==> src/rtl/kli_defines.vh <==
// register offsets, reset values and widths for the keypad level interrupt block
// assumes inclusion by bare name from the design files
`ifndef KLI_DEFINES_VH
`define KLI_DEFINES_VH
`define KLI_ADDR_W 8
`define KLI_DATA_W 8
`define KLI_LINES 8
`define KLI_OFF_LEVEL_SEL 8'h9c
`define KLI_OFF_LINE_EN 8'h9d
`define KLI_OFF_LINE_FLAG 8'h9e
`define KLI_OFF_CTRL 8'ha0
`define KLI_OFF_STATUS 8'ha1
`define KLI_CTRL_GIE_BIT 0
`define KLI_STAT_PIN_BIT 0
`define KLI_RST_LEVEL_SEL 8'h00
`define KLI_RST_LINE_EN 8'h00
`define KLI_RST_LINE_FLAG 8'h00
`define KLI_RST_CTRL 8'h00
`define KLI_SYNC_STAGES 2
`endif

==> src/rtl/kli_sync.v <==
// two-flop synchroniser bank for the keypad pins
// assumes pins are asynchronous to core_clk
`timescale 1ns/1ps
module kli_sync #(
  parameter WIDTH = 8
) (
  // clock and reset
  input wire core_clk,
  input wire rst_n,
  // data
  input wire [WIDTH-1:0] async_in,
  output reg [WIDTH-1:0] sync_out
);
  reg [WIDTH-1:0] meta_r;
  always @(posedge core_clk)
  begin
    if (!rst_n)
    begin
      meta_r <= {WIDTH{1'b0}};
      sync_out <= {WIDTH{1'b0}};
    end
    else
    begin
      meta_r <= async_in;
      sync_out <= meta_r;
    end
  end
endmodule // kli_sync

==> src/rtl/kli_keypad.v <==
// keypad level interrupt block: eight level-detect lines on port one
// assumes a single-cycle register port and a synchronous active-low reset
//
// Design decisions made here: the address-and-strobe port and the placing of the registers.
`timescale 1ns/1ps
`include "kli_defines.vh"
module kli_keypad #(
  parameter LINES = `KLI_LINES
) (
  // clock and reset
  input wire core_clk,
  input wire rst_n,
  // register port
  input wire [`KLI_ADDR_W-1:0] reg_addr,
  input wire [`KLI_DATA_W-1:0] reg_wdata,
  input wire reg_wr,
  input wire reg_rd,
  output reg [`KLI_DATA_W-1:0] reg_rdata,
  // port one pins
  input wire [LINES-1:0] port_one_in,
  // keypad function select per pin
  output wire [LINES-1:0] port_one_key_mode,
  // interrupt and wake
  output wire key_irq,
  output wire key_wake
);
  reg [LINES-1:0] key_level_select_r;
  reg [LINES-1:0] key_line_enable_r;
  reg [LINES-1:0] key_line_flag_r;
  reg [LINES-1:0] key_line_flag_nxt;
  reg keypad_global_irq_enable_r;
  wire [LINES-1:0] pin_sync;
  wire [LINES-1:0] detect;
  wire [LINES-1:0] pending;
  // pins are not trusted until the synchroniser has filled after reset
  reg [`KLI_SYNC_STAGES-1:0] sync_ok_r;

  function [`KLI_DATA_W-1:0] kli_pad;
    input [LINES-1:0] v;
    begin
      kli_pad = {`KLI_DATA_W{1'b0}};
      kli_pad[LINES-1:0] = v;
    end
  endfunction

  kli_sync #(
    .WIDTH(LINES)
  ) u_sync (
    .core_clk(core_clk),
    .rst_n(rst_n),
    .async_in(port_one_in),
    .sync_out(pin_sync)
  );

  // level match: xnor of pin and select
  // no false low detect from the cleared synchroniser right after reset
  assign detect = sync_ok_r[`KLI_SYNC_STAGES-1] ?
    ~(pin_sync ^ key_level_select_r) : {LINES{1'b0}};

  always @(posedge core_clk)
  begin
    if (!rst_n)
      sync_ok_r <= {`KLI_SYNC_STAGES{1'b0}};
    else
      sync_ok_r <= {sync_ok_r[`KLI_SYNC_STAGES-2:0], 1'b1};
  end
  assign pending = key_line_flag_r & key_line_enable_r;
  assign key_irq = keypad_global_irq_enable_r & (|pending);
  // wake skips the global enable; its path runs through the flag, which is clocked by core_clk
  assign key_wake = |pending;
  assign port_one_key_mode = key_line_enable_r;

  // flag update: set wins over software clear
  always @*
  begin
    key_line_flag_nxt = key_line_flag_r;
    if (reg_wr && reg_addr == `KLI_OFF_LINE_FLAG)
      key_line_flag_nxt = reg_wdata[LINES-1:0] & key_line_flag_r;
    key_line_flag_nxt = key_line_flag_nxt | detect;
  end

  always @(posedge core_clk)
  begin
    if (!rst_n)
    begin
      key_level_select_r <= `KLI_RST_LEVEL_SEL;
      key_line_enable_r <= `KLI_RST_LINE_EN;
      key_line_flag_r <= `KLI_RST_LINE_FLAG;
      keypad_global_irq_enable_r <= 1'b0;
    end
    else
    begin
      key_line_flag_r <= key_line_flag_nxt;
      if (reg_wr)
      begin
        case (reg_addr)
          `KLI_OFF_LEVEL_SEL: key_level_select_r <= reg_wdata[LINES-1:0];
          `KLI_OFF_LINE_EN: key_line_enable_r <= reg_wdata[LINES-1:0];
          `KLI_OFF_CTRL: keypad_global_irq_enable_r <= reg_wdata[`KLI_CTRL_GIE_BIT];
          default: ;
        endcase
      end
    end
  end

  // read data one cycle after strobe
  always @(posedge core_clk)
  begin
    if (!rst_n)
      reg_rdata <= {`KLI_DATA_W{1'b0}};
    else if (reg_rd)
    begin
      case (reg_addr)
        `KLI_OFF_LEVEL_SEL: reg_rdata <= kli_pad(key_level_select_r);
        `KLI_OFF_LINE_EN: reg_rdata <= kli_pad(key_line_enable_r);
        `KLI_OFF_LINE_FLAG: reg_rdata <= kli_pad(key_line_flag_r);
        `KLI_OFF_CTRL: reg_rdata <= {{(`KLI_DATA_W-1){1'b0}}, keypad_global_irq_enable_r};
        `KLI_OFF_STATUS: reg_rdata <= kli_pad(pin_sync);
        default: reg_rdata <= {`KLI_DATA_W{1'b0}};
      endcase
    end
    else
      reg_rdata <= {`KLI_DATA_W{1'b0}};
  end
endmodule // kli_keypad

==> config.mk <==
export PLATFORM = sky130hd
export DESIGN_NAME = kli_keypad
export DESIGN_NICKNAME = d
export VERILOG_FILES = /design/src/rtl/kli_sync.v /design/src/rtl/kli_keypad.v
export VERILOG_INCLUDE_DIRS = /design/src /design/src/rtl
export SDC_FILE = /design/constraint.sdc
export NUM_CORES = 1
export LEC_CHECK = 0
export BUFFER_PORTS_ARGS = -buffer_cell sky130_fd_sc_hd__buf_2
export CAP_MARGIN = 20
export CORE_ASPECT_RATIO = 0.8
export CORE_MARGIN = 5
export CORE_UTILIZATION = 28
export DETAILED_ROUTE_END_ITERATION = 10
export PLACE_DENSITY = 0.52
export RECOVER_POWER = 100
export SLEW_MARGIN = 20
export SYNTH_ARGS = -nofsm -noshare
export SYNTH_HDL_FRONTEND = slang
export SYNTH_SLANG_ARGS = --single-unit
==> constraint.sdc <==
create_clock -name core_clk -period 1.36 [get_ports core_clk]
set_clock_uncertainty 0.2 [all_clocks]
set_input_delay 0.068 -clock core_clk [delete_from_list [all_inputs] [get_ports core_clk]]
set_output_delay 0.068 -clock core_clk [all_outputs]
set_load 0.01 [all_outputs]
==> results of run 1 <==
[worst register-to-register path: stages, from the launching register on]
cell and delay (ps):
dfxtp_1 360, a222oi_1 340, a2bb2oi_1 200, nor2_1 50
[layout by cell type (no fill, tap or decap), types with 5 or more instances in the layout]
master and count:
dfxtp_1 48, buf_2 34, buf_4 25, mux2i_1 22, nor2b_1 19, dlygate4sd3_1 18
and2_1 16, clkbuf_1 14, nor2_1 10, xnor2_1 8, nand2_1 8, o21ai_0 8
a21boi_0 8, clkbuf_8 5
[metrics by stage]
stage | hold slack [ps] | setup TNS, ps | cell area, µm² | total power, W | utilization [%]
CTS | 16.8 | -444 | 2970 | 0.00271 | 39.9
floorplan | -104 | 0 | 2160 | 0.00171 | -
global placement | 78.2 | -3930 | 2680 | 0.00182 | 35.9
detailed placement | 76.1 | -4710 | 2680 | 0.00183 | 35.9
global route | 58.3 | -3880 | 2950 | 0.00280 | 39.6
finish | 17.7 | -668 | 2950 | 0.00268 | 39.6
[area by class of cell]
cell class	count	share of cell area, %
clock buffer	5	2.33
clock inverter	2	0.466
inverter	1	0.127
multi-input combinational	140	36.4
sequential	51	34.7
tap	105	4.45
timing repair buffer	95	21.6
[metal layers]
metal  wire length [µm]  up-vias  GRT usage (%)  share of wire, %
li1                   -      896              -                 -
met4                 30        0           2.98              0.54
met3                270        4           2.70               4.8
met2               2390       43           19.0                43
met5                  0        -              0                 0
met1               2920      795           17.8                52
[sequential cells by signal, summed over array words and instances, names as in the netlist]
name                        flops
sync_ok_r                       2
keypad_global_irq_enable_r      1
u_sync.meta_r                   8
key_level_select_r              8
u_sync.sync_out                 8
key_line_flag_r                 8
port_one_key_mode               8
reg_rdata                       8
[kinds of logic after synthesis]
kind of cell	share of synthesized area (%)
AO/OA/AOI/OAI	13.5
flip-flops	47.4
multiplexers	10.7
buffers and inverters	3.83
AND/OR/NAND/NOR	21.4
XOR/XNOR	3.25
[power groups by stage]
stage	registers [W]	logic [W]	clock network [W]
2_1_floorplan	0.00159	0.000122	0
3_3_place_gp	0.00160	0.000225	0
3_5_place_dp	0.00160	0.000227	0
4_1_cts	0.00157	0.000267	0.000877
5_1_grt	0.00157	0.000294	0.000935
6_report	0.00157	0.000265	0.000844
[synth_stat cells, types with 2 or more instances]
cell type	instances	area (µm²)
nand4_4	2	42.5
clkbuf_1	4	15.0
a2bb2oi_1	2	17.5
mux2i_1	22	220
nand4_1	3	18.8
and2_1	18	113
nand2_1	8	30.0
nor2b_1	19	119
nor2_1	10	37.5
xnor2_1	8	70.1
nand4b_1	2	17.5
o2bb2ai_1	4	35.0
a21boi_0	8	60.1
dfxtp_1	51	1020
a22o_2	2	20.0
buf_6	3	33.8
a222oi_1	2	20.0
a22oi_1	8	60.1
o21ai_0	8	40.0
[timing repair]
item                                    CTS  global route
setup buffers                             1             0
gates resized for setup                   7             3
hold endpoints to repair                 42             0
hold buffers                             18             0
endpoints found under the setup margin    2             3
pin swaps                                 3             1
[path summary, 6_finish.rpt]
check,startpoint,endpoint,slack [ps]
max,port_one_key_mode[3]$_SDFFE_PN0P_,key_irq,-250
min,reg_wr,keypad_global_irq_enable_r$_SDFFE_PN0P_,20
max reg2reg,port_one_key_mode[2]$_SDFFE_PN0P_,reg_rdata[2]$_SDFF_PN0_,100
min reg2reg,u_sync.meta_r[0]$_SDFF_PN0_,u_sync.sync_out[0]$_SDFF_PN0_,240
==> metrics, run 1 <==
status complete, but fails checks; failing checks negative setup slack; Syn-to-layout area delta 37.0%; worst slew pin tran about 420 ps; Pre-antenna DRT Iters 5; first-pass GRT wire length 9000 µm; WP data arrival approximately 1300 ps; CTS tree done; CP peak stage delay 340 ps; worst min-delay path category in2reg; vias in the first global route 1747; Final Hold Viols 0; yosys warns 0; net count after synthesis 231; H-tree Lvls 2; layout net count roughly 320; RSZ-0062 raised after global routing yes; Cell variety after synth 38; Leak Pwr 1.28 nW; Worst Path Max Fanout 2; Post-Syn Area between 2000 and 2500 µm²; Syn Area/Cell 10.6 µm²; width of the chip 108 µm; full die area 9560 µm²; number of flops mapped to enable cells by yosys 0; dpl ws -238 ps; detailed placement HPWL 4170 µm; worst-case reg-to-reg path depth 3; period utilization 118%; CP bufs+invs 1; routed len/inst 14.1 µm; CTS buffer count 5; # setup viols final 7; clock sink total roughly 50; Core ar. 7460 µm²; hold path depth 4; crit path cell chain a22oi_2, nand4_1, and2_1, buf_2; GRT Resource Usage Total 12.3%; Slew Limit Fails 0; drt initial violations 65; via count 1738; Gate power share 9.9%; max cap viols 0; largest net degree at the start of global routing 26; root cell of the clock tree clkbuf_8; latest clock arrival within the worst-skew pair 300 ps; Psw 0.000634 W; Critical-path top delay cell dfxtp_2; critical path capture point type output port; Initial Util 28.9%; sequential fraction of the synthesis area a little under half; initial antenna violation count 0; Pint 0.00204 W; antenna diode count 0; clk buf depth 2; critical path depth in cells 4; WS Path Type reg2out; Reg power frac 58.5%; layout cell share with drive strength beyond 1 29.6%; cell count after synthesis ~200; Multi-input gate area 1070 µm²; Clk pin slew, worst setup/hold paths 100 ps; Top delay family on crit path simple AND/OR/NAND/NOR gates; Main synth FF type dfxtp_1; ys async rst share 0%; Post-Route WL 5610 µm; fmax between 600 and 700 MHz; Clock power frac 31.6%; Ports between 40 and 50; final cell count without fillers ~400; GR Overflow Total 0; final worst slack -247 ps; CP Launch Type register; Die Height 88.5 µm; pwr/cell area 906 nW/µm²; num rows 28; Cells after DPL 373; minimum clock period 1610 ps; Fill cells between 700 and 800; register area just over 1000 µm²; GPL Wtd Cong 0.770; Max VDD drop approximately 0.00040 V; #FFs+latches synth slightly above 50; Worst slew margin a little under three quarters; Post-route DRC 0; port bufs 45; Sw Share around a quarter; Via density 4.36; post-route ant nets 0; WP data required 1090 ps
No activity file was read; power rests on OpenSTA's default activity.
==> inputs of run 2 (changes only) <==
--- a/config.mk
+++ b/config.mk
@@ -13,7 +13,7 @@
 export CORE_UTILIZATION = 28
 export DETAILED_ROUTE_END_ITERATION = 10
 export PLACE_DENSITY = 0.52
-export RECOVER_POWER = 100
+export RECOVER_POWER = 25
 export SLEW_MARGIN = 20
 export SYNTH_ARGS = -nofsm -noshare
 export SYNTH_HDL_FRONTEND = slang
==> run 2 against run 1 <==
Effect of this change: the run still ends with negative setup slack left; clock power about the same; power about the same; largest cell class unchanged; clock-buffer cell count unchanged; die area unchanged; sequential power about the same; critical path depth unchanged; via count down 0.35%; fmax about the same; routed wire length about the same; largest power group unchanged; non-clock buffer count unchanged; worst hold slack better by 0.54 ps; register-to-register slack about the same.
==> metrics, run 2 (same netlist as run 1, synthesis figures left out) <==
H-tree Lvls 2; Syn-to-layout area delta 37.7%; WP data arrival 1340 ps; Slew Limit Fails 0; Worst Setup SP port_one_key_mode[3]$_SDFFE_PN0P_; design area 2970 µm²; FF-to-FF End reg_rdata[2]$_SDFF_PN0_; met2 GRT Util 19.0%; Clock power frac 31.5%; Psw 0.000633 W; root cell of the clock tree clkbuf_8; Via density around 4.3; worst slew pin tran 419 ps; Sw Share 23.7%; minimum clock period 1610 ps; Top delay family on crit path simple AND/OR/NAND/NOR gates; Worst slew margin 72.0%; CTS tree done; Worst R2R Start port_one_key_mode[2]$_SDFFE_PN0P_; Final Hold Viols 0; final core utilization 39.8%; met3 Use GR 2.70%; GRT Resource Usage Total 12.3%; detailed placement HPWL 4170 µm; Critical-path top delay cell dfxtp_2; initial antenna violation count 0; Worst Path Max Fanout 2; Initial Util 28.9%; final cell count without fillers roughly 400; Pint approximately 0.0020 W; M1 GR Usage 17.8%; num rows 28; RSZ-0062 raised after global routing yes; period utilization 118%; layout net count 322; vias in the first global route 1747; Ports 46; Die Height approximately 90 µm; latest clock arrival within the worst-skew pair 300 ps; full die area around 9600 µm²; CTS buffer count 5; Pre-antenna DRT Iters 4; Clk pin slew, worst setup/hold paths around 100 ps; status complete, but fails checks; layout cell share with drive strength beyond 1 about 31%; crit path to key_irq; first-pass GRT wire length between 8000 and 9000 µm; WS Path Type reg2out; critical path depth in cells 4; GR Overflow Total 0; # setup viols final 7; Reg power frac 58.6%; final worst slack -246 ps; worst min-delay path category in2reg; Core ar. between 7000 and 8000 µm²; via count 1732; port bufs 45; antenna diode count 0; Max VDD drop 0.000397 V; Placement Cell Area 2680 µm²; failing checks negative setup slack; crit path cell chain a22oi_2, nand4_1, and2_1, buf_2; pwr/cell area between 900 and 1000 nW/µm²; drt initial violations 73; critical path capture point type output port; GPL Wtd Cong 0.770; clk buf depth 2; clock sink total between 50 and 60; most frequent cells in the layout dfxtp_1 (48), buf_2 (35), buf_4 (30), mux2i_1 (22), nor2b_1 (19); CP Launch Type register; routed len/inst 14.1 µm; commonest non-fill, non-tap cell in the layout dfxtp_1; Gate power share 9.9%; Cells after DPL between 300 and 400; CP bufs+invs 1; setup TNS -662 ps; width of the chip between 100 and 150 µm; Leak Pwr 1.30 nW; worst-case reg-to-reg path depth 3; fmax 623 MHz; CP peak stage delay around 340 ps; Post-Route WL 5610 µm; post-route ant nets 0; layer with the highest usage met2; WP data required 1090 ps; max cap viols 0; r2r setup slk 100 ps; largest net degree at the start of global routing 26; Post-route DRC 0
## run 2: cell count changes in the layout (fill, tap and decap cells not counted), sizes merged
cell / before / now
buf: 61 / 67
clkbuf: 21 / 15
## run 2: layout make-up
class                   instances  area, µm²
flip-flops and latches         51       1020
fillers                       769       4490
clock inverters                 2       13.8
repair buffers                 95        653
multi-input cells             140       1070
clock buffers                   5       68.8
inverters                       1       3.75
well taps                     105        131
## run 2: power groups by stage
| stage | Clock (W) | Sequential, W | Combinational, W |
|---|---|---|---|
| after floorplan | 0 | 0.00159 | 0.000122 |
| after global placement | 0 | 0.00160 | 0.000225 |
| after detailed placement | 0 | 0.00160 | 0.000227 |
| after CTS | 0.000877 | 0.00157 | 0.000267 |
| after global routing | 0.000935 | 0.00157 | 0.000294 |
| final | 0.000843 | 0.00157 | 0.000265 |
## run 2: what timing repair did
item / CTS / global route
endpoints found under the setup margin: 2 / 3
resized for setup: 7 / 3
pin swaps: 3 / 1
setup buffers: 1 / 0
endpoints found under the hold margin: 42 / 0
hold buffers: 18 / 0
## run 2: worst min-delay path by stage
stage              startpoint                                       to  slack, ps  cells after the start
2_1_floorplan           rst_n                     sync_ok_r[0]$_DFF_P_       -100                      0
3_3_place_gp   port_one_in[6]              u_sync.meta_r[6]$_SDFF_PN0_         80                      2
3_5_place_dp   port_one_in[2]              u_sync.meta_r[2]$_SDFF_PN0_         80                      2
4_1_cts                reg_wr  keypad_global_irq_enable_r$_SDFFE_PN0P_         20                      4
5_1_grt                reg_wr  keypad_global_irq_enable_r$_SDFFE_PN0P_         60                      4
6_report               reg_wr  keypad_global_irq_enable_r$_SDFFE_PN0P_         20                      4
## run 2: stage by stage
step / hold slack (ps) / power [W] / setup slack [ps]
after floorplan: -104 / 0.00171 / 71.5
after global placement: 78.2 / 0.00182 / -217
after detailed placement: 76.1 / 0.00183 / -238
after CTS: 16.8 / 0.00271 / -234
after global routing: 58.3 / 0.00280 / -265
final: 18.3 / 0.00267 / -246
## run 2: worst register-to-register path, delay by kind of cell (launching register included)
family,cells,cell delay [ps]
compound gates,2,540
flops,1,360
simple gates,1,50
## run 2: metal layers
metal	wire length [µm]	share of wire, %
met4	30	0.53
met3	297	5.3
met2	2390	43
met1	2900	52
met5	0	0
==> inputs of run 3 (changes only) <==
--- a/config.mk
+++ b/config.mk
@@ -6,6 +6,7 @@
 export SDC_FILE = /design/constraint.sdc
 export NUM_CORES = 1
 export LEC_CHECK = 0
+export ABC_AREA = 1
 export BUFFER_PORTS_ARGS = -buffer_cell sky130_fd_sc_hd__buf_2
 export CAP_MARGIN = 20
 export CORE_ASPECT_RATIO = 0.8
==> run 3 against run 2 <==
Effect of this change: the flow still finishes with violations (negative setup slack); power up 2.1%; sequential power about the same; final area about the same; worst hold slack better by 14 ps; clock-buffer cell count up 1.
==> metrics, run 3 <==
Post-Syn Area 2220 µm²; full die area 9800 µm²; cell count after synthesis 299; port bufs 45; max cap viols 0; drt initial violations 124; Pint 0.00204 W; WS Path Type reg2out; Fill cells roughly 840; root cell of the clock tree clkbuf_8; Placement Cell Area 2620 µm²; fmax 659 MHz; ys async rst share 0%; Top delay family on crit path flip-flops; period utilization 112%; Max VDD drop between 0.0004 and 0.0005 V; layout net count 408; area share of the largest cell type after synthesis 46.1%; antenna diode count 0; Post-Route WL 5790 µm; Syn-to-layout area delta 34.1%; CP bufs+invs 2; Worst slew margin 76.3%; routed len/inst 11.8 µm; pwr/cell area between 900 and 1000 nW/µm²; layout cell share with drive strength beyond 1 23.9%; GRT Resource Usage Total 12.1%; hold_sp reg_addr[1]; Worst Setup SP port_one_key_mode[7]$_SDFFE_PN0P_; Main synth FF type dfxtp_1; # setup viols final 2; Commonest cells post-synth nand2_1 (56), dfxtp_1 (51), inv_1 (48); Syn Area/Cell 7.41 µm²; Pre-antenna DRT Iters 4; WP data required 1090 ps; RSZ-0062 raised after global routing yes; Critical-path top delay cell dfxtp_2; number of flops mapped to enable cells by yosys 0; failing checks negative setup slack; Cells after DPL 456; worst slew pin tran 355 ps; Final Hold Viols 0; final cell count without fillers 489; Slew Limit Fails 0; Cell variety after synth 23; most frequent cells in the layout nand2_1 (56), inv_1 (48), dfxtp_1 (43), buf_2 (33), nand3_1 (29); clk buf depth 2; num rows 29; minimum clock period 1520 ps; first-pass GRT wire length 9120 µm; GPL Wtd Cong 0.851; synth top area cells dfxtp_1 (46%), nand2_1 (9.5%), inv_1 (8.1%); critical path capture point type output port; Clock power frac 33.0%; #FFs+latches synth 51; design area 2970 µm²; vias in the first global route 1806; commonest non-fill, non-tap cell in the layout nand2_1; via count 2062; crit path cell chain a22o_1, inv_1, nand3_2, and2_4, buf_6; CTS tree done; yosys warns 0; post-route ant nets 0; net count after synthesis 327; Core ar. 7840 µm²; Via density ~4.2; final worst slack -158 ps; sequential fraction of the synthesis area 46.1%; Post-route DRC 0; Gate power share 9.7%; Worst Path Max Fanout 2; Clk pin slew, worst setup/hold paths roughly 100 ps; H-tree Lvls 2; Worst R2R Start sync_ok_r[1]$_SDFF_PN0_; detailed placement HPWL 4150 µm; width of the chip 109 µm; Ports 46; area leader, netlist dfxtp_1; Leak Pwr 1.31 nW; Reg power frac between 50% and 60%; largest net degree at the start of global routing 19; GR Overflow Total 0; final core utilization 37.9%; CP peak stage delay 330 ps; WP data arrival 1250 ps; Initial Util 28.3%; Psw 0.000696 W; CTS buffer count 5; status complete, but fails checks; Die Height 89.6 µm; hold_ws 32.7 ps; clock sink total between 50 and 60; CP Launch Type register; Sw Share 25.5%; latest clock arrival within the worst-skew pair 300 ps; worst min-delay path category in2reg; initial antenna violation count 0; most common cell in the netlist nand2_1
-- run 3: per-layer routing --
layer / part of all wire, % / up-vias / GRT usage, %
met5: 0 / - / 0
met4: 0.66 / 0 / 2.72
met3: 8.3 / 4 / 3.07
met2: 41 / 75 / 18.2
met1: 50 / 873 / 17.4
li1: - / 1110 / -
-- run 3: layout make-up --
class	count	area [µm²]	area share, %
Sequential cell	51	1030	34.7
Tap cell	108	135	4.55
Multi-Input combinational cell	186	968	32.6
Inverter	54	203	6.82
Clock inverter	2	16.3	0.547
Clock buffer	6	72.6	2.44
Timing Repair Buffer	82	546	18.4
-- run 3: per-stage QoR --
step	setup WS, ps	setup TNS (ps)	power, W
6_report	-158	-211	0.00273
5_1_grt	-242	-377	0.00287
4_1_cts	-183	-260	0.00275
3_5_place_dp	-72.4	-264	0.00180
3_3_place_gp	-41.1	-70.7	0.00180
2_1_floorplan	191	0	0.00170
-- run 3: logic make-up after synthesis --
kind of cell / Yosys count / synth area share (%)
simple gates: 119 / 25.8
buf+inv: 63 / 11.8
compound gates: 66 / 16.3
flops: 51 / 46.1
-- run 3: timing repair --
item	4_1_cts	5_1_grt
gates cloned	0	1
pin swaps	2	3
endpoints found under the hold margin	41	0
setup endpoints to repair	2	11
buffers inserted	2	3
gates resized for setup	8	7
hold buffers	19	0
-- run 3: worst register-to-register path: cells and delay by family (launching register included) --
family / cells / cell delay, ps
AOI/OAI and AO/OA: 1 / 160
DFF: 1 / 540
and+or+nand+nor: 1 / 160
-- run 3: power groups by stage --
stage               sequential (W)  clock [W]  combinational (W)
finish                     0.00156   0.000902           0.000266
global route               0.00157    0.00100           0.000301
floorplan                  0.00159          0           0.000117
global placement           0.00160          0           0.000202
CTS                        0.00156   0.000930           0.000252
detailed placement         0.00160          0           0.000203
-- run 3: final timing paths --
kind	to	slack [ps]	cells past startpoint
max	key_irq	-160	5
min	keypad_global_irq_enable_r$_SDFFE_PN0P_	30	6
max reg2reg	key_line_flag_r[0]$_SDFF_PN0_	240	2
min reg2reg	u_sync.sync_out[5]$_SDFF_PN0_	220	2
